File: config.mk
export PLATFORM = sky130hd
export DESIGN_NAME = afesc_dev_flat
export DESIGN_NICKNAME = d
export VERILOG_FILES = /design/src/common/afesc_pkg.sv /design/src/common/afesc_if.sv /design/src/rtl/afesc_dev.sv /design/src/flat_wrapper.sv
export SDC_FILE = /design/constraint.sdc
export NUM_CORES = 1
export LEC_CHECK = 0
export BUFFER_PORTS_ARGS = -buffer_cell sky130_fd_sc_hd__buf_2
export CORE_MARGIN = 3
export CORE_UTILIZATION = 60
export CTS_BUF_LIST = sky130_fd_sc_hd__clkbuf_8 sky130_fd_sc_hd__clkbuf_16
export CTS_CLUSTER_SIZE = 14
export DETAILED_ROUTE_END_ITERATION = 10
export PLACE_DENSITY = 0.8
export SKIP_LAST_GASP = 1
export SLEW_MARGIN = 20
export SYNTH_ARGS = -nofsm -noshare
export SYNTH_HDL_FRONTEND = slang
export SYNTH_SLANG_ARGS = --single-unit
File: constraint.sdc
create_clock -name pclk -period 2.8 [get_ports pclk]
set_input_delay 0.28 -clock pclk [delete_from_list [all_inputs] [get_ports pclk]]
set_output_delay 0.28 -clock pclk [all_outputs]
set_load 0.03 [all_outputs]
File: src/common/afesc_pkg.sv
package afesc_pkg;
  // Link widths
  localparam int NIB_W = 4;
  localparam int WORD_W = 16;
  localparam int REG_W = 12;
  localparam int ADDR_W = 3;
  localparam int NREG = 8;
  // Phase of the word clock strobe (one pclk in four)
  localparam logic [1:0] PH_LAST = 2'h3;
  // Serial burst counts, in word-clock slots
  localparam logic [3:0] BURST_TAIL = 4'hE;
  localparam logic [4:0] SEND_SLOTS = 5'h10;
  localparam logic [3:0] READ_BITS = 4'hC;
  localparam logic [3:0] READ_WAIT_SLOTS = 4'h8;
  // Device register addresses
  localparam logic [2:0] REG_RXGAIN = 3'h0;
  localparam logic [2:0] REG_CFG = 3'h2;
  localparam logic [2:0] REG_VCXO = 3'h3;
  localparam logic [2:0] REG_TONE = 3'h6;
  localparam logic [2:0] REG_STATUS = 3'h7;
  // Device register reset values
  localparam logic [11:0] DEF_ZERO = 12'h000;
  localparam logic [11:0] DEF_CFG = 12'h200;
  localparam logic [11:0] DEF_VCXO = 12'h800;
  localparam logic [11:0] DEF_TONE = 12'h800;
  // Field positions inside the 12 data bits (burst bit minus 3)
  localparam int GAIN_MSB_POS = 11;
  localparam int GAIN_LSB_POS = 10;
  localparam int PGA_LO = 4;
  localparam int PGA_W = 5;
  localparam int ATTEN_LO = 2;
  localparam int ATTEN_W = 2;
  localparam int DAC_LO = 4;
  localparam int DAC_W = 8;
  localparam int RXCLIP_POS = 11;
  localparam int TXCLIP_POS = 10;
  localparam int SLEEP_POS = 9;
  localparam int TONESEL_POS = 8;
  localparam int DEBUG_POS = 7;
  localparam int SWRST_POS = 6;
  // Host APB register offsets
  localparam logic [7:0] OFF_CTRL = 8'h00;
  localparam logic [7:0] OFF_CMD = 8'h04;
  localparam logic [7:0] OFF_STATUS = 8'h08;
  localparam logic [7:0] OFF_RDATA = 8'h0C;
  // Host CMD fields
  localparam int CMD_READ_POS = 15;
  localparam int CMD_ADDR_LO = 12;
  // Host STATUS bits
  localparam int ST_BUSY = 0;
  localparam int ST_TONE = 1;
  localparam int ST_RDDONE = 2;
  localparam int ST_RDTMO = 3;
  localparam int ST_REFUSED = 4;

  function automatic logic [11:0] reg_default(input logic [2:0] a);
    case (a)
      REG_CFG: reg_default = DEF_CFG;
      REG_VCXO: reg_default = DEF_VCXO;
      REG_TONE: reg_default = DEF_TONE;
      default: reg_default = DEF_ZERO;
    endcase
  endfunction

  function automatic logic [3:0] nib_sel(input logic [15:0] w, input logic [1:0] i);
    nib_sel = w[{i, 2'b00} +: 4];
  endfunction
endpackage

File: src/common/afesc_if.sv
`timescale 1ns/1ps
interface afesc_if (
  input wire logic pclk
);
  logic hard_reset_low;
  logic suspend;
  logic power_down_pin;
  logic master_clock_out;
  logic word_clock;
  logic ctl_serial_in;
  logic read_write_select;
  logic ctl_serial_out;
  logic ctl_serial_out_oe_n;
  logic [3:0] tx_nibble;
  logic [3:0] rx_nibble;
  logic tone_wake_flag;

  modport dev (
    input pclk, hard_reset_low, suspend, power_down_pin, ctl_serial_in,
    input read_write_select, tx_nibble,
    output master_clock_out, word_clock, ctl_serial_out, ctl_serial_out_oe_n,
    output rx_nibble, tone_wake_flag
  );
  modport host (
    input pclk, master_clock_out, word_clock, ctl_serial_out, ctl_serial_out_oe_n,
    input rx_nibble, tone_wake_flag,
    output hard_reset_low, suspend, power_down_pin, ctl_serial_in,
    output read_write_select, tx_nibble
  );
endinterface

File: src/rtl/afesc_dev.sv
`timescale 1ns/1ps
module afesc_dev (
  // Link to the controller
  afesc_if.dev link,
  // Data words
  input wire logic [15:0] rx_word,
  output logic [15:0] tx_word,
  output logic tx_word_valid,
  // Tone detector and clip events
  input wire logic tone_40_active,
  input wire logic tone_72_active,
  input wire logic rx_clip_evt,
  input wire logic tx_clip_evt,
  // Analog controls
  output logic low_power,
  output logic ext_gain_msb,
  output logic ext_gain_lsb,
  output logic [4:0] rx_pga_gain,
  output logic [1:0] rx_atten_sel,
  output logic [7:0] vcxo_current_out
);
  typedef enum logic [1:0] {
    CI_IDLE = 2'b00,
    CI_DATA = 2'b01,
    CI_STOP = 2'b10
  } afesc_ci_t;

  logic rstn;
  logic [1:0] ph;
  logic [11:0] regs [afesc_pkg::NREG];
  logic [15:0] tx_acc;
  logic [15:0] rx_hold;
  afesc_ci_t ci_st;
  logic [3:0] ci_cnt;
  logic [14:0] ci_sh;
  logic ci_rd;
  logic [11:0] out_sh;
  logic [3:0] out_cnt;
  logic wc;
  logic stop_ok;
  logic wr_en;
  logic rd_go;
  logic debug;
  logic tone_hit;

  assign rstn = link.hard_reset_low;
  assign wc = link.word_clock;
  assign debug = regs[afesc_pkg::REG_STATUS][afesc_pkg::DEBUG_POS];
  assign stop_ok = wc && (ci_st == CI_STOP) && link.ctl_serial_in;
  assign wr_en = stop_ok && !ci_rd;
  assign rd_go = stop_ok && ci_rd;
  assign tone_hit = regs[afesc_pkg::REG_STATUS][afesc_pkg::SLEEP_POS] &&
    (regs[afesc_pkg::REG_STATUS][afesc_pkg::TONESEL_POS] ? tone_72_active : tone_40_active);

  // Register-fed analog controls
  assign ext_gain_msb = regs[afesc_pkg::REG_RXGAIN][afesc_pkg::GAIN_MSB_POS];
  assign ext_gain_lsb = regs[afesc_pkg::REG_RXGAIN][afesc_pkg::GAIN_LSB_POS];
  assign rx_pga_gain = regs[afesc_pkg::REG_RXGAIN][afesc_pkg::PGA_LO +: afesc_pkg::PGA_W];
  assign rx_atten_sel = regs[afesc_pkg::REG_RXGAIN][afesc_pkg::ATTEN_LO +: afesc_pkg::ATTEN_W];
  assign vcxo_current_out = regs[afesc_pkg::REG_VCXO][afesc_pkg::DAC_LO +: afesc_pkg::DAC_W];

  // Clock generation
  always_ff @(posedge link.pclk or negedge rstn) begin
    if (!rstn) begin
      ph <= 2'h0;
      link.word_clock <= 1'b0;
      link.master_clock_out <= 1'b0;
    end else begin
      ph <= ph + 2'h1;
      link.word_clock <= (ph == afesc_pkg::PH_LAST);
      link.master_clock_out <= link.suspend ? 1'b0 : ~link.master_clock_out;
    end
  end

  // Power and tone wake
  always_ff @(posedge link.pclk or negedge rstn) begin
    if (!rstn) begin
      low_power <= 1'b0;
      link.tone_wake_flag <= 1'b0;
    end else begin
      low_power <= link.power_down_pin;
      if (!link.suspend && !link.power_down_pin) begin
        link.tone_wake_flag <= 1'b0;
      end else if (link.suspend && !link.power_down_pin && tone_hit) begin
        link.tone_wake_flag <= 1'b1;
      end
    end
  end

  // Transmit nibbles in
  always_ff @(posedge link.pclk or negedge rstn) begin
    if (!rstn) begin
      tx_acc <= 16'h0000;
      tx_word <= 16'h0000;
      tx_word_valid <= 1'b0;
    end else begin
      tx_word_valid <= wc;
      if (wc) begin
        tx_word <= {link.tx_nibble, tx_acc[11:0]};
      end else begin
        tx_acc[{ph - 2'h1, 2'b00} +: 4] <= link.tx_nibble;
      end
    end
  end

  // Receive nibbles out
  always_ff @(posedge link.pclk or negedge rstn) begin
    if (!rstn) begin
      rx_hold <= 16'h0000;
      link.rx_nibble <= 4'h0;
    end else if (wc) begin
      rx_hold <= rx_word;
      link.rx_nibble <= afesc_pkg::nib_sel(rx_word, 2'h0);
    end else begin
      link.rx_nibble <= afesc_pkg::nib_sel(rx_hold, ph);
    end
  end

  // Control burst receiver
  always_ff @(posedge link.pclk or negedge rstn) begin
    if (!rstn) begin
      ci_st <= CI_IDLE;
      ci_cnt <= 4'h0;
      ci_sh <= 15'h0000;
      ci_rd <= 1'b0;
    end else if (wc) begin
      case (ci_st)
        CI_IDLE: begin
          if (!link.ctl_serial_in) begin
            ci_st <= CI_DATA;
            ci_cnt <= 4'h0;
            ci_rd <= link.read_write_select && debug;
          end
        end
        CI_DATA: begin
          ci_sh <= {ci_sh[13:0], link.ctl_serial_in};
          ci_cnt <= ci_cnt + 4'h1;
          if (ci_cnt == afesc_pkg::BURST_TAIL) begin
            ci_st <= CI_STOP;
          end
        end
        CI_STOP: begin
          ci_st <= CI_IDLE;
        end
        default: begin
          ci_st <= CI_IDLE;
        end
      endcase
    end
  end

  // Configuration registers
  always_ff @(posedge link.pclk or negedge rstn) begin
    if (!rstn) begin
      for (int i = 0; i < afesc_pkg::NREG; i++) begin
        regs[i] <= afesc_pkg::reg_default(3'(i));
      end
    end else begin
      if (wr_en) begin
        if (ci_sh[2:0] == afesc_pkg::REG_STATUS && ci_sh[3 + afesc_pkg::SWRST_POS]) begin
          for (int i = 0; i < afesc_pkg::NREG; i++) begin
            regs[i] <= afesc_pkg::reg_default(3'(i));
          end
        end else begin
          regs[ci_sh[2:0]] <= ci_sh[14:3];
        end
      end
      if (rx_clip_evt) begin
        regs[afesc_pkg::REG_STATUS][afesc_pkg::RXCLIP_POS] <= 1'b1;
      end
      if (tx_clip_evt) begin
        regs[afesc_pkg::REG_STATUS][afesc_pkg::TXCLIP_POS] <= 1'b1;
      end
    end
  end

  // Readback shifter
  always_ff @(posedge link.pclk or negedge rstn) begin
    if (!rstn) begin
      out_sh <= 12'h000;
      out_cnt <= 4'h0;
      link.ctl_serial_out <= 1'b1;
      link.ctl_serial_out_oe_n <= 1'b1;
    end else begin
      link.ctl_serial_out_oe_n <= ~debug;
      if (wc) begin
        if (rd_go) begin
          out_sh <= regs[ci_sh[2:0]];
          out_cnt <= afesc_pkg::READ_BITS;
          link.ctl_serial_out <= 1'b0;
        end else if (out_cnt != 4'h0) begin
          link.ctl_serial_out <= out_sh[11];
          out_sh <= {out_sh[10:0], 1'b0};
          out_cnt <= out_cnt - 4'h1;
        end else begin
          link.ctl_serial_out <= 1'b1;
        end
      end
    end
  end
endmodule

File: src/flat_wrapper.sv
// flat-port wrapper written by rule: the top's interface ports become plain ports
module afesc_dev_flat 
  (rx_word, tx_word, tx_word_valid, tone_40_active, tone_72_active, rx_clip_evt, tx_clip_evt, low_power, ext_gain_msb, ext_gain_lsb, rx_pga_gain, rx_atten_sel, vcxo_current_out, pclk, link_hard_reset_low, link_suspend, link_power_down_pin, link_ctl_serial_in, link_read_write_select, link_tx_nibble, link_master_clock_out, link_word_clock, link_ctl_serial_out, link_ctl_serial_out_oe_n, link_rx_nibble, link_tone_wake_flag);
  afesc_if link_i (.pclk(pclk));
  input wire logic [15:0] rx_word;
  output logic [15:0] tx_word;
  output logic tx_word_valid;
  input wire logic tone_40_active;
  input wire logic tone_72_active;
  input wire logic rx_clip_evt;
  input wire logic tx_clip_evt;
  output logic low_power;
  output logic ext_gain_msb;
  output logic ext_gain_lsb;
  output logic [4:0] rx_pga_gain;
  output logic [1:0] rx_atten_sel;
  output logic [7:0] vcxo_current_out;
  input wire logic pclk;
  input wire logic [$bits(link_i.hard_reset_low)-1:0] link_hard_reset_low;
  input wire logic [$bits(link_i.suspend)-1:0] link_suspend;
  input wire logic [$bits(link_i.power_down_pin)-1:0] link_power_down_pin;
  input wire logic [$bits(link_i.ctl_serial_in)-1:0] link_ctl_serial_in;
  input wire logic [$bits(link_i.read_write_select)-1:0] link_read_write_select;
  input wire logic [$bits(link_i.tx_nibble)-1:0] link_tx_nibble;
  output wire logic [$bits(link_i.master_clock_out)-1:0] link_master_clock_out;
  output wire logic [$bits(link_i.word_clock)-1:0] link_word_clock;
  output wire logic [$bits(link_i.ctl_serial_out)-1:0] link_ctl_serial_out;
  output wire logic [$bits(link_i.ctl_serial_out_oe_n)-1:0] link_ctl_serial_out_oe_n;
  output wire logic [$bits(link_i.rx_nibble)-1:0] link_rx_nibble;
  output wire logic [$bits(link_i.tone_wake_flag)-1:0] link_tone_wake_flag;
  assign link_i.hard_reset_low = link_hard_reset_low;
  assign link_i.suspend = link_suspend;
  assign link_i.power_down_pin = link_power_down_pin;
  assign link_i.ctl_serial_in = link_ctl_serial_in;
  assign link_i.read_write_select = link_read_write_select;
  assign link_i.tx_nibble = link_tx_nibble;
  assign link_master_clock_out = link_i.master_clock_out;
  assign link_word_clock = link_i.word_clock;
  assign link_ctl_serial_out = link_i.ctl_serial_out;
  assign link_ctl_serial_out_oe_n = link_i.ctl_serial_out_oe_n;
  assign link_rx_nibble = link_i.rx_nibble;
  assign link_tone_wake_flag = link_i.tone_wake_flag;
  afesc_dev u_core (.link(link_i), .rx_word(rx_word), .tx_word(tx_word), .tx_word_valid(tx_word_valid), .tone_40_active(tone_40_active), .tone_72_active(tone_72_active), .rx_clip_evt(rx_clip_evt), .tx_clip_evt(tx_clip_evt), .low_power(low_power), .ext_gain_msb(ext_gain_msb), .ext_gain_lsb(ext_gain_lsb), .rx_pga_gain(rx_pga_gain), .rx_atten_sel(rx_atten_sel), .vcxo_current_out(vcxo_current_out));
endmodule
* After elaboration in Yosys (flattened, before gate mapping)
Cells that the tools add are included.
Operators by class: add/subtract/negate cells 5, magnitude comparators 2, equality and inequality tests 7, shifts and indexed selects 3, muxes and demuxes 27, bitwise logic cells 4, reductions and logical operators 26
Operator list (count):
- $bwmux W96 | 1
- $mux W96 | 1
- $mux W12 | 6
- $bmux W12 S3 | 1
- $demux W12 S3 | 1
- $bwmux W16 | 1
- $mux W4 | 4
- $shift A4 B6 Y16 const A | 1
- $shiftx A16 B5 Y4 | 1
- $shiftx A4 B6 Y16 | 1
- $logic_and A1 B1 Y1 | 11
- $reduce_bool A2 Y1 | 5
- $reduce_and A3 Y1 | 3
- $mux W1 | 8
- $pmux W4 S2 | 1
- $neg A4 Y6 | 1
- $add A4 B1 Y4 const B | 1
- $eq A2 B2 Y1 const B | 2
- $eq A4 B4 Y1 const B | 1
- $ge A4 B4 Y1 const B | 1
- $lt A4 B1 Y1 const B | 1
- $mux W2 | 2
- $not A3 Y4 | 1
- $pmux W2 S2 | 1
- other kinds (12) | 17
Storage, ports and cells: bits in registers 195, input port bits 30

* Logic depth before layout (Yosys ltp)
Gate-level depths: netlist of the first run.
word-level depth 9, depth in mapped cells 8

* Worst setup path after synthesis of the first run
Ideal clock, no wire load.
path kind reg-to-reg, start register u_core.ph[0], end register u_core.tx_acc[10], library setup time 0.068 ns, arrival time 1.627 ns, data required time 2.732 ns, setup slack 1.106 ns, cell stages (with the launch flop) 7, buffers on the path 1, clock period less this slack 1.694 ns, cell sequence dfrtp_1 buf_2 inv_1 ha_1 nand2_1 nor4_1 a22o_1
On the way: longest elaborated chain between the ends 4, elaborated cells on any way between the ends 5, those cells by class 2 x add/sub; 2 x shift; 1 x mux
RTL lines:
- start, declared | RTL line afesc_dev.sv:29 | logic [1:0] ph;
- start signal, assigned | RTL line afesc_dev.sv:69 | ph <= ph + 2'h1;
- $sub A2 B1 Y2 (*) | RTL line afesc_dev.sv:101 | tx_acc[{ph - 2'h1, 2'b00} +: 4] <= link.tx_nibble;
- $neg A4 Y6 (*) | RTL line afesc_dev.sv:101
- $shiftx A4 B6 Y16 / $shift A4 B6 Y16 (equally long branches) | RTL line afesc_dev.sv:101
- $bwmux W16 (*) | RTL line afesc_dev.sv:101
- end signal, assigned by index | RTL line afesc_dev.sv:101
- end, declared | RTL line afesc_dev.sv:31 | logic [15:0] tx_acc;
Mark *: on every way between the ends. The rest lies on a longest branch, timed or not. A chain may end at the register's enable or synchronous reset.

* Worst setup path after layout of the first run
start register u_core.ci_sh[0], end register u_core.out_sh[11]
On the way: longest elaborated chain between the ends 5
RTL lines:
- start, declared | RTL line afesc_dev.sv:35 | logic [14:0] ci_sh;
- start signal, assigned | RTL line afesc_dev.sv:136 | ci_sh <= {ci_sh[13:0], link.ctl_serial_in};
- $not A3 Y4 (implied by the code) | RTL line afesc_dev.sv:188 | out_sh <= regs[ci_sh[2:0]];
- $bmux W12 S3 | RTL line afesc_dev.sv:188
- $mux W12 (implied by the code) (2 in series) | RTL line afesc_dev.sv:188
- $mux W12 | RTL line afesc_dev.sv:187 | if (rd_go) begin
- end signal, assigned | RTL line afesc_dev.sv:188
- end signal, assigned | RTL line afesc_dev.sv:193 | out_sh <= {out_sh[10:0], 1'b0};
- end, declared | RTL line afesc_dev.sv:37 | logic [11:0] out_sh;
No other way between the ends. The select of a mux whose other input is x is not followed.

==> out/qor.txt, run 1 <==
Leak: 4.505 nW
CTS tree: done
Min Hold Slack: 28.95 ps
Hold Path Origin: tx_clip_evt
Clock Latency Late Sink: 440 ps
register area: 4788 µm²
slowest stage delay, CP: 750 ps
Die Wd: 125.6 µm
filler instances: 1007
worst hold-check path type: primary input to register
DRC viols: 0
Final Setup Violations: 0
Max clock buf depth: 2
H-tree Lvls: 4
initial antenna violation count: 0
Placer Congestion: 0.9227
I/O pin cnt: 74
fin nets: 804
root buffer cell: clkbuf_16
Pre-antenna DRT Iters: 5
Worst setup EP type: register
Post-CTS Setup Bufs: 0
final WL: 20760 µm
CP arrival: 2630 ps
routed vias: 6192
CP Class: register to register
Hold Vio Cnt, Final: 0
clock slew at reported path FFs: 70 ps
min Tclk post-route: 2280 ps
Synth area leaders: dfrtp_1 54%, a22o_1 9.0%, mux2_2 6.2%
run status: finished clean
global-route usage over all layers: 27.16%
worst-path cell chain: buf_4, buf_4, nand3_1, o211a_1, o221ai_1, o21ai_0, o21ai_0
Final ANT Viol Nets: 0
grt total ovfl: 0
Mapped Area: 8587 µm²
number of cells on the worst hold path: 2
Yosys top cell area share: 54.20%
Fin Setup TNS: 0 ps
unrepaired setup endpoints after global routing: no
die area: 15780 µm²
DR vias/cell: 6.457
Slew Limit Fails: 0
Syn Inst Count: 723
Layout Utilization: 68.59%
Die Y: 125.6 µm
flop-to-flop setup slack: 520 ps
cell taking the most area after synthesis: dfrtp_1
Fin Clk Skew: 9.790 ps
Starting DRT DRC Count: 723
CP Launch Type: register
VDD IR max: 0.4729 mV
global-route wire length before repair: 33710 µm
area of the multi-input gates: 3259 µm²
Site Rows: 43
Rel. slew slack: 32.42%
worst r2r src: u_core.ci_sh[0]$_DFFE_PN0P_
Ant. Diodes: 0
Worst Max-Slew Pin Slew: 1014 ps
Post-synth EDFFs: 0
number of synthesized register bits: 191
share of cells above drive strength 1: 26.06%
slowest CP cell: dfrtp_2
core area: 13930 µm²
Layout area overhead: 11.31%
CTS Buf Count: 17
Yosys warning count: 0
Hold EP: u_core.regs[10]$_DFFE_PN0P_
number of I/O port buffers: 73
Buf+Inv Stages, Crit Path: 2
Unique masters post-synth: 63
# clock sinks: 191
period utilisation layout: 81.45%
post-route cell area: 9558 µm²
vias in the first global route: 6252
Syn Nets: 761
Worst path top cell family by delay: flip-flops
Top FF cell, synth: dfrtp_1
dpl cell area: 8919 µm²
routed length per instance: 21.65 µm
pin count of the biggest net entering global routing: 70
max cap viols: 0
CP Data Required Time: 3150 ps
Avg Cell Area, Syn: 11.88 µm²
sequential share of the synthesized area: 55.73%
R2R depth: 7
Power Dens Cells: 762.5 nW/µm²
most frequent cell after synthesis: dfrtp_1
DP Wirelength: 13840 µm
initial core utilization: 61.62%
worst r2r dst: u_core.out_sh[11]$_DFFE_PN0P_
Crit Path Max Fanout: 25
post-CTS sizing: 0
async set or reset register ratio after synthesis: 100.0%
maximum clock rate: 0.4385 GHz
Synth top cells by count: 186 x dfrtp_1, 88 x a22o_1, 68 x nand2_1, 47 x mux2_2, 46 x o21ai_0
==> repair_timing <==
action	CTS	global route
hold buffers	3	0
endpoints found under the hold margin	50	0
setup endpoints to repair	0	0
==> metal layers <==
layer  vias up  part of all wire [%]  GRT usage [%]
met3        46                   7.9          6.531
met2       318                    48          42.51
met4         0                   2.6          10.71
li1       2708                     -              -
met1      3120                    41          37.10
met5         -                     0              0
==> flip-flops by register name (all words and copies together), names as in the netlist, 2 cells and up <==
name,cells
u_core.ph,2
u_core.rx_hold,16
u_core.regs,78
u_core.rx_pga_gain,5
u_core.out_cnt,4
u_core.tx_word,16
u_core.ci_cnt,4
u_core.rx_atten_sel,2
u_core.vcxo_current_out,8
u_core.out_sh,12
u_core.ci_sh,15
u_core.ci_st,2
u_core.link.rx_nibble,4
u_core.tx_acc,12
==> cell usage in the layout (no fill, tap or decap), drive strengths merged, types with 3 or more instances in the layout <==
cell type    Yosys  layout
nor2            28      28
buf             69      95
a211oi           6       6
mux4             4       4
a22o            88      88
a221o            3       3
a21o             7       7
mux2i           20      20
nor3            10      10
nor3b            3       3
dlygate4sd3      0       3
clkbuf           6      19
nand3           15      15
dfrtp          186     186
mux2            50      50
dfstp            5       5
a221oi          16      16
o21ai           52      52
o2bb2ai          5       5
o22ai            4       4
inv             23      32
nor2b            5       5
nand2           68      68
ha               8       8
and2             3       3
nand2b           6       6
==> logic make-up after synthesis <==
family | share of synthesized area, %
compound gates | 18.30
flops | 55.73
simple gates | 8.422
buf+inv | 6.309
mux | 10.07
fa+ha+maj | 1.166
==> how the worst max path moves through the flow <==
stage                                start                            end  slack, ps  cells after the start
2_1_floorplan       u_core.ph[0]$_DFF_PN0_  u_core.tx_acc[10]$_DFFE_PN0P_       1110                      6
3_3_place_gp   u_core.ci_sh[0]$_DFFE_PN0P_  u_core.out_sh[11]$_DFFE_PN0P_        650                      7
3_5_place_dp   u_core.ci_sh[0]$_DFFE_PN0P_  u_core.out_sh[11]$_DFFE_PN0P_        550                      7
4_1_cts        u_core.ci_sh[0]$_DFFE_PN0P_  u_core.out_sh[11]$_DFFE_PN0P_        530                      7
5_1_grt        u_core.ci_sh[0]$_DFFE_PN0P_  u_core.out_sh[11]$_DFFE_PN0P_        340                      7
6_report       u_core.ci_sh[0]$_DFFE_PN0P_  u_core.out_sh[11]$_DFFE_PN0P_        520                      7
==> report_power, final <==
part,internal [mW],switching [mW],leakage [nW],total [mW]
logic,0.540,0.858,1.73,1.40
registers,2.98,0.411,2.48,3.39
clock network,1.38,1.12,0.300,2.50
==> layout make-up <==
| type | instances | share of cell area [%] |
|---|---|---|
| clock buffer | 18 | 4.595 |
| clock inverter | 14 | 1.780 |
| inverter | 23 | 0.9033 |
| multi-input combinational | 434 | 34.10 |
| sequential | 191 | 50.10 |
| tap | 180 | 2.356 |
| timing repair buffer | 99 | 6.166 |
==> metrics by stage <==
step	std cells	setup WS (ps)	total power [mW]
after floorplan	723	1106	4.399
after detailed placement	924	547.1	4.789
final	959	519.5	7.288
after global placement	924	647.3	4.712
after CTS	959	529.0	7.274
after global routing	959	339.5	7.579
Note: power is estimated with default switching activity, not from simulation.
==> run 2, diff against run 1 <==
--- a/config.mk
+++ b/config.mk
@@ -5,6 +5,7 @@
 export SDC_FILE = /design/constraint.sdc
 export NUM_CORES = 1
 export LEC_CHECK = 0
+export ABC_AREA = 1
 export BUFFER_PORTS_ARGS = -buffer_cell sky130_fd_sc_hd__buf_2
 export CORE_MARGIN = 3
 export CORE_UTILIZATION = 60
==> constraint.sdc (replaced) <==
create_clock -name pclk -period 2.1 [get_ports pclk]
set_input_delay 0.21 -clock pclk [delete_from_list [all_inputs] [get_ports pclk]]
set_output_delay 0.21 -clock pclk [all_outputs]
set_load 0.03 [all_outputs]
==> run 2 against run 1 <==
Via count grew 22%. Largest power group unchanged. Sequential power grew 12%. Largest cell class unchanged. Critical path type unchanged. Routed wire length grew 4.9%. Register-to-register slack lost 330 ps. Global-route usage grew 0.85 points. Clock-buffer cell count is the same.
==> out/qor.txt, run 2 <==
Mapped Area: 8909 µm²
Slew Limit Fails: 0
Max clock buf depth: 2
power share of the sequential group: 49.5%
cell taking the most area after synthesis: dfrtp_1
Worst setup EP type: register
Rel. slew slack: 36.19%
DRC viols: 0
number of I/O port buffers: 73
Cells after DPL: 1366
CP Launch Type: register
routed length per instance: 15.37 µm
sw frac: 24.89%
share of cells above drive strength 1: 11.88%
slowest CP cell: o21ai_1
CP Class: register to register
Ant. Diodes: 0
Pint: 5.731 mW
Yosys warning count: 0
Crit Path Max Fanout: 12
Reg with most FFs: u_core.regs
R2R depth: 7
async set or reset register ratio after synthesis: 100.0%
Hold Vio Cnt, Final: 0
Power Dens Cells: 744.9 nW/µm²
number of synthesized register bits: 191
initial antenna violation count: 0
fin nets: 1262
net switching power: 1.899 mW
clock slew at reported path FFs: 70 ps
most common cell after layout, fill and taps aside: nand2_1
Syn Nets: 1188
Worst Max-Slew Pin Slew: 950.7 ps
global-route wire length before repair: 36000 µm
period utilisation layout: 91.15%
most frequent cells in the layout: 418 x nand2_1, 186 x dfrtp_1, 158 x inv_1
post-CTS sizing: 0
global-route usage over all layers: 28.01%
Unique masters post-synth: 29
slowest stage delay, CP: 750 ps
filler instances: 1073
Placer Congestion: 0.8912
CTS Buf Count: 17
vias in the first global route: 7237
CP Data Required Time: 2470 ps
unrepaired setup endpoints after global routing: no
Comb pwr share: 6.5%
VDD IR max: 0.6100 mV
H-tree Lvls: 4
Synth area leaders: dfrtp_1 52%, nand2_1 18%, inv_1 6.6%
max cap viols: 0
run status: finished clean
final WL: 21780 µm
Setup crit end: u_core.ext_gain_lsb$_DFFE_PN0P_
worst-path cell chain: nand2_1, nor2_2, nand2_1, inv_2, o21ai_1, nand2_1, nand2_1
Pre-antenna DRT Iters: 5
root buffer cell: clkbuf_16
Leak: 5.287 nW
sequential share of the synthesized area: 53.72%
Setup crit start: u_core.ci_sh[1]$_DFFE_PN0P_
maximum clock rate: 0.5224 GHz
initial core utilization: 62.72%
min Tclk post-route: 1914 ps
die area: 16350 µm²
flop-to-flop setup slack: 190 ps
most frequent cell after synthesis: nand2_1
Clock Latency Late Sink: 430 ps
DR vias/cell: 5.323
core area: 14200 µm²
Min Hold Slack: 19.35 ps
Final ANT Viol Nets: 0
I/O pin cnt: 74
# clock sinks: 191
Final Setup Violations: 0
worst r2r src: u_core.ci_sh[1]$_DFFE_PN0P_
Largest regs: u_core.regs (78), u_core.rx_hold (16), u_core.tx_word (16)
# hold bufs at CTS: 19
Fin Setup TNS: 0 ps
Clock Power Share: 44.0%
max reg flops: 78
Post-synth EDFFs: 0
CP arrival: 2280 ps
pin count of the biggest net entering global routing: 69
DP Wirelength: 14220 µm
Most common cell on crit path: nand2_1
routed vias: 7543
worst hold-check path type: primary input to register
Syn Inst Count: 1150
grt total ovfl: 0
worst r2r dst: u_core.ext_gain_lsb$_DFFE_PN0P_
Yosys top cell area share: 52.25%
Top FF cell, synth: dfrtp_1
Layout area overhead: 14.99%
Starting DRT DRC Count: 688
Die Wd: 127.9 µm
post-route insts no fill: 1417
Fin Clk Skew: 10.28 ps
Avg Cell Area, Syn: 7.747 µm²
Die Y: 127.9 µm
CTS tree: done
Synth top cells by count: 418 x nand2_1, 186 x dfrtp_1, 157 x inv_1, 81 x o21ai_0
Post-CTS Setup Bufs: 0
Site Rows: 43
run 2: cell types whose count changed after synthesis, sizes merged, moves of 23 or more:
| cell | before | now |
|---|---|---|
| nor2 | 28 | 54 |
| nand2 | 68 | 418 |
| a22o | 88 | 0 |
| inv | 23 | 160 |
| clkbuf | 6 | 29 |
| o21ai | 52 | 149 |
| nand3 | 15 | 69 |
| mux2 | 50 | 0 |
| buf | 69 | 38 |
run 2: area by class of cell:
cell class | instances | area [µm²] | share of cell area (%)
sequential | 191 | 4786 | 46.72
multi-input combinational | 731 | 3178 | 31.02
timing repair buffer | 122 | 839.6 | 8.196
inverter | 161 | 604.3 | 5.900
clock buffer | 18 | 439.2 | 4.287
tap | 180 | 225.2 | 2.199
clock inverter | 14 | 171.4 | 1.673
run 2: metal layers:
metal / global-route usage (%) / routed length [µm] / share of wire (%)
met3: 6.792 / 1515 / 7.0
met1: 38.76 / 9300 / 43
met5: 0 / 0 / 0
met4: 10.05 / 586 / 2.7
met2: 43.50 / 10370 / 48
run 2: stage by stage:
step           worst slack (ps)  instance area, µm²  utilization, %  power (mW)
3_5_place_dp              248.7                9443           66.48       4.309
2_1_floorplan             446.7                8909               -       4.073
4_1_cts                   216.5               10240           72.12       7.658
5_1_grt                   53.40               10240           72.12       7.878
6_report                  185.9               10240           72.12       7.630
3_3_place_gp              314.5                9443           66.48       4.300
run 2: cell families (layout without fill, tap and decap cells):
logic type | Yosys count | in the layout | synth area share [%]
simple gates | 548 | 548 | 24.45
buf+inv | 228 | 315 | 10.60
flops | 191 | 191 | 53.72
compound gates | 173 | 173 | 9.902
fa+ha+maj | 8 | 8 | 1.124
xor+xnor | 2 | 2 | 0.1967
run 2: worst min path at each step:
stage,from,end,slack [ps],depth (start not counted)
after floorplan,link_hard_reset_low,u_core.ci_cnt[0]$_DFFE_PN0P_,-90,0
after global placement,link_hard_reset_low,u_core.rx_pga_gain[0]$_DFFE_PN0P_,260,1
after detailed placement,link_hard_reset_low,u_core.rx_pga_gain[0]$_DFFE_PN0P_,260,1
after CTS,rx_word[3],u_core.link.rx_nibble[3]$_DFF_PN0_,1,3
after global routing,link_tx_nibble[3],u_core.tx_acc[3]$_DFFE_PN0P_,20,3
final,rx_word[3],u_core.link.rx_nibble[3]$_DFF_PN0_,20,3
run 2: power by group through the flow:
stage                     logic [mW]  clock network, mW  registers, mW
after floorplan                0.190                  0           3.88
after global placement         0.455                  0           3.85
after detailed placement       0.462                  0           3.85
after CTS                      0.494               3.39           3.78
after global routing           0.551               3.54           3.78
final                          0.496               3.36           3.78
run 2: worst max-delay path, delay by kind of cell (launching register included):
kind | cells | cell delay, ps
AOI/OAI and AO/OA | 1 | 750
DFF | 1 | 470
buffers and inverters | 1 | 80
and+or+nand+nor | 5 | 560
==> run 3, diff against run 2 <==
--- a/config.mk
+++ b/config.mk
@@ -8,11 +8,11 @@
 export ABC_AREA = 1
 export BUFFER_PORTS_ARGS = -buffer_cell sky130_fd_sc_hd__buf_2
 export CORE_MARGIN = 3
-export CORE_UTILIZATION = 60
+export CORE_UTILIZATION = 55
 export CTS_BUF_LIST = sky130_fd_sc_hd__clkbuf_8 sky130_fd_sc_hd__clkbuf_16
 export CTS_CLUSTER_SIZE = 14
 export DETAILED_ROUTE_END_ITERATION = 10
-export PLACE_DENSITY = 0.8
+export PLACE_DENSITY = 0.74
 export SKIP_LAST_GASP = 1
 export SLEW_MARGIN = 20
 export SYNTH_ARGS = -nofsm -noshare
==> constraint.sdc (replaced) <==
create_clock -name pclk -period 2.29 [get_ports pclk]
set_input_delay 0.229 -clock pclk [delete_from_list [all_inputs] [get_ports pclk]]
set_output_delay 0.229 -clock pclk [all_outputs]
set_load 0.03 [all_outputs]
==> run 3 against run 2 <==
Critical path depth decreased by 2. Clock-buffer cell count unchanged. Design area decreased by 1.0%. Sequential cell count unchanged. First-iteration DRC count increased by 2.2%. Die area increased by 8.7%. Via count decreased by 1.6%. Sequential share of layout area increased by 0.48 points. Largest cell class unchanged.
==> out/qor.txt, run 3 (synthesis gave the netlist of run 2 again) <==
run status: finished clean
worst r2r src: u_core.ci_st[0]$_DFFE_PN0P_
Final ANT Viol Nets: 0
met3 usage: 4.267%
number of cells on the worst hold path: 3
global-route usage over all layers: 25.04%
most frequent cells in the layout: 418 x nand2_1, 186 x dfrtp_1, 159 x inv_1
Layout area overhead: 13.82%
# clock sinks: 191
Slew Limit Fails: 0
CP arrival: 2300 ps
share of cells above drive strength 1: 11.37%
initial core utilization: 57.33%
period utilisation layout: 86.41%
CTS tree: done
Hold EP: u_core.rx_hold[12]$_DFFE_PN0P_
VDD IR max: 0.5627 mV
routed vias: 7422
Reg with most FFs: u_core.regs
Clock Latency Late Sink: 430 ps
unrepaired setup endpoints after global routing: no
post-route insts no fill: 1433
pin count of the biggest net entering global routing: 69
final WL: 20970 µm
root buffer cell: clkbuf_16
DRC viols: 0
initial antenna violation count: 0
filler instances: 1341
Crit Path Max Fanout: 21
Pre-antenna DRT Iters: 5
Worst setup EP type: register
max reg flops: 78
clock slew at reported path FFs: 70 ps
Cells after DPL: 1390
CP Class: register to register
met2 Track Usage GR: 38.43%
worst hold-check path type: primary input to register
Site Rows: 45
dpl cell area: 9404 µm²
die area: 17760 µm²
number of I/O port buffers: 73
I/O pin cnt: 74
Die Y: 133.3 µm
DR vias/cell: 5.179
core area: 15540 µm²
CP Data Required Time: 2620 ps
Hold Vio Cnt, Final: 0
Largest regs: u_core.regs (78), u_core.rx_hold (16), u_core.tx_word (16)
worst r2r dst: u_core.regs[0]$_DFFE_PN0P_
fin nets: 1247
routed length per instance: 14.64 µm
pre-CTS setup slack: 352.2 ps
CP Launch Type: register
Ant. Diodes: 0
Leak: 5.228 nW
flop-to-flop setup slack: 310 ps
Fin Setup TNS: 0 ps
Max clock buf depth: 2
DP Wirelength: 14060 µm
CTS Buf Count: 17
Worst Max-Slew Pin Slew: 864.2 ps
Power Dens Cells: 694.5 nW/µm²
Placer Congestion: 0.9183
maximum clock rate: 0.5054 GHz
Post-CTS Setup Bufs: 0
max cap viols: 0
gr busiest metal: met2
grt total ovfl: 0
Starting DRT DRC Count: 703
met1 Usage GRT: 35.82%
post-route cell area: 10140 µm²
Final Setup Violations: 0
Die Wd: 133.3 µm
vias in the first global route: 7179
Rel. slew slack: 42.00%
most common cell after layout, fill and taps aside: nand2_1
global-route wire length before repair: 35620 µm
Hold Path Origin: rx_word[12]
min Tclk post-route: 1979 ps
H-tree Lvls: 4
fin worst setup slack: 311.2 ps
Fin Clk Skew: 10.14 ps
R2R depth: 5
[run 3: cell types whose count changed in the layout (fill, tap and decap cells not counted)]
cell and delta:
dlygate4sd3_1 -8, inv_8 -5, clkinvlp_4 -1, inv_1 +1
buf_12 -2, buf_4 -5, clkinv_2 +3, bufinv_16 +2
[run 3: critical path, cell delays in order, from the launching register on]
cell	delay, ps
dfrtp_1	420
nor2_2	150
nand2_1	100
nor2_4	330
nand2_1	510
o21ai_0	370
[run 3: through the flow]
| step | hold WS [ps] | util, % | total power, mW |
|---|---|---|---|
| after detailed placement | 153.8 | 60.52 | 3.947 |
| after global placement | 154.7 | 60.52 | 3.941 |
| final | 12.48 | 65.25 | 7.042 |
| after global routing | 8.893 | 65.25 | 7.308 |
| after CTS | 1.230 | 65.25 | 7.095 |
| after floorplan | -66.59 | - | 3.735 |
[run 3: layout make-up]
type,instances,area [µm²],share of cell area (%)
well taps,211,264.0,2.604
clock inverters,14,186.4,1.839
inverters,161,604.3,5.960
multi-input cells,731,3178,31.34
repair buffers,107,681.9,6.725
clock buffers,18,439.2,4.331
flip-flops and latches,191,4786,47.20
[run 3: how the worst max path moves through the flow]
stage / startpoint / to / slack (ps) / cells after the start
finish: u_core.ci_st[0]$_DFFE_PN0P_ / u_core.regs[0]$_DFFE_PN0P_ / 310 / 5
global route: u_core.ci_st[0]$_DFFE_PN0P_ / u_core.regs[11]$_DFFE_PN0P_ / 110 / 6
CTS: u_core.ci_st[0]$_DFFE_PN0P_ / u_core.regs[1]$_DFFE_PN0P_ / 320 / 5
detailed placement: u_core.ci_st[0]$_DFFE_PN0P_ / u_core.regs[11]$_DFFE_PN0P_ / 350 / 6
global placement: u_core.ci_st[0]$_DFFE_PN0P_ / u_core.regs[10]$_DFFE_PN0P_ / 420 / 6
floorplan: u_core.link.word_clock$_DFF_PN0_ / u_core.regs[37]$_DFFE_PN0P_ / 640 / 9
[run 3: per-layer routing]
layer  routed length [µm]  vias up
li1                     -     3648
met1                 9553     3497
met2                 9609      236
met3                 1192       41
met4                  618        0
met5                    0        -
[run 3: repair_timing]
action | CTS | global route
setup endpoints to repair | 0 | 0
endpoints found under the hold margin | 41 | 0
hold buffers | 11 | 0
gates resized for setup | 0 | 0
[run 3: where the power goes]
group	internal, mW	switching, mW
sequential	3.43	0.0381
combinational	0.123	0.306
clock	1.86	1.29
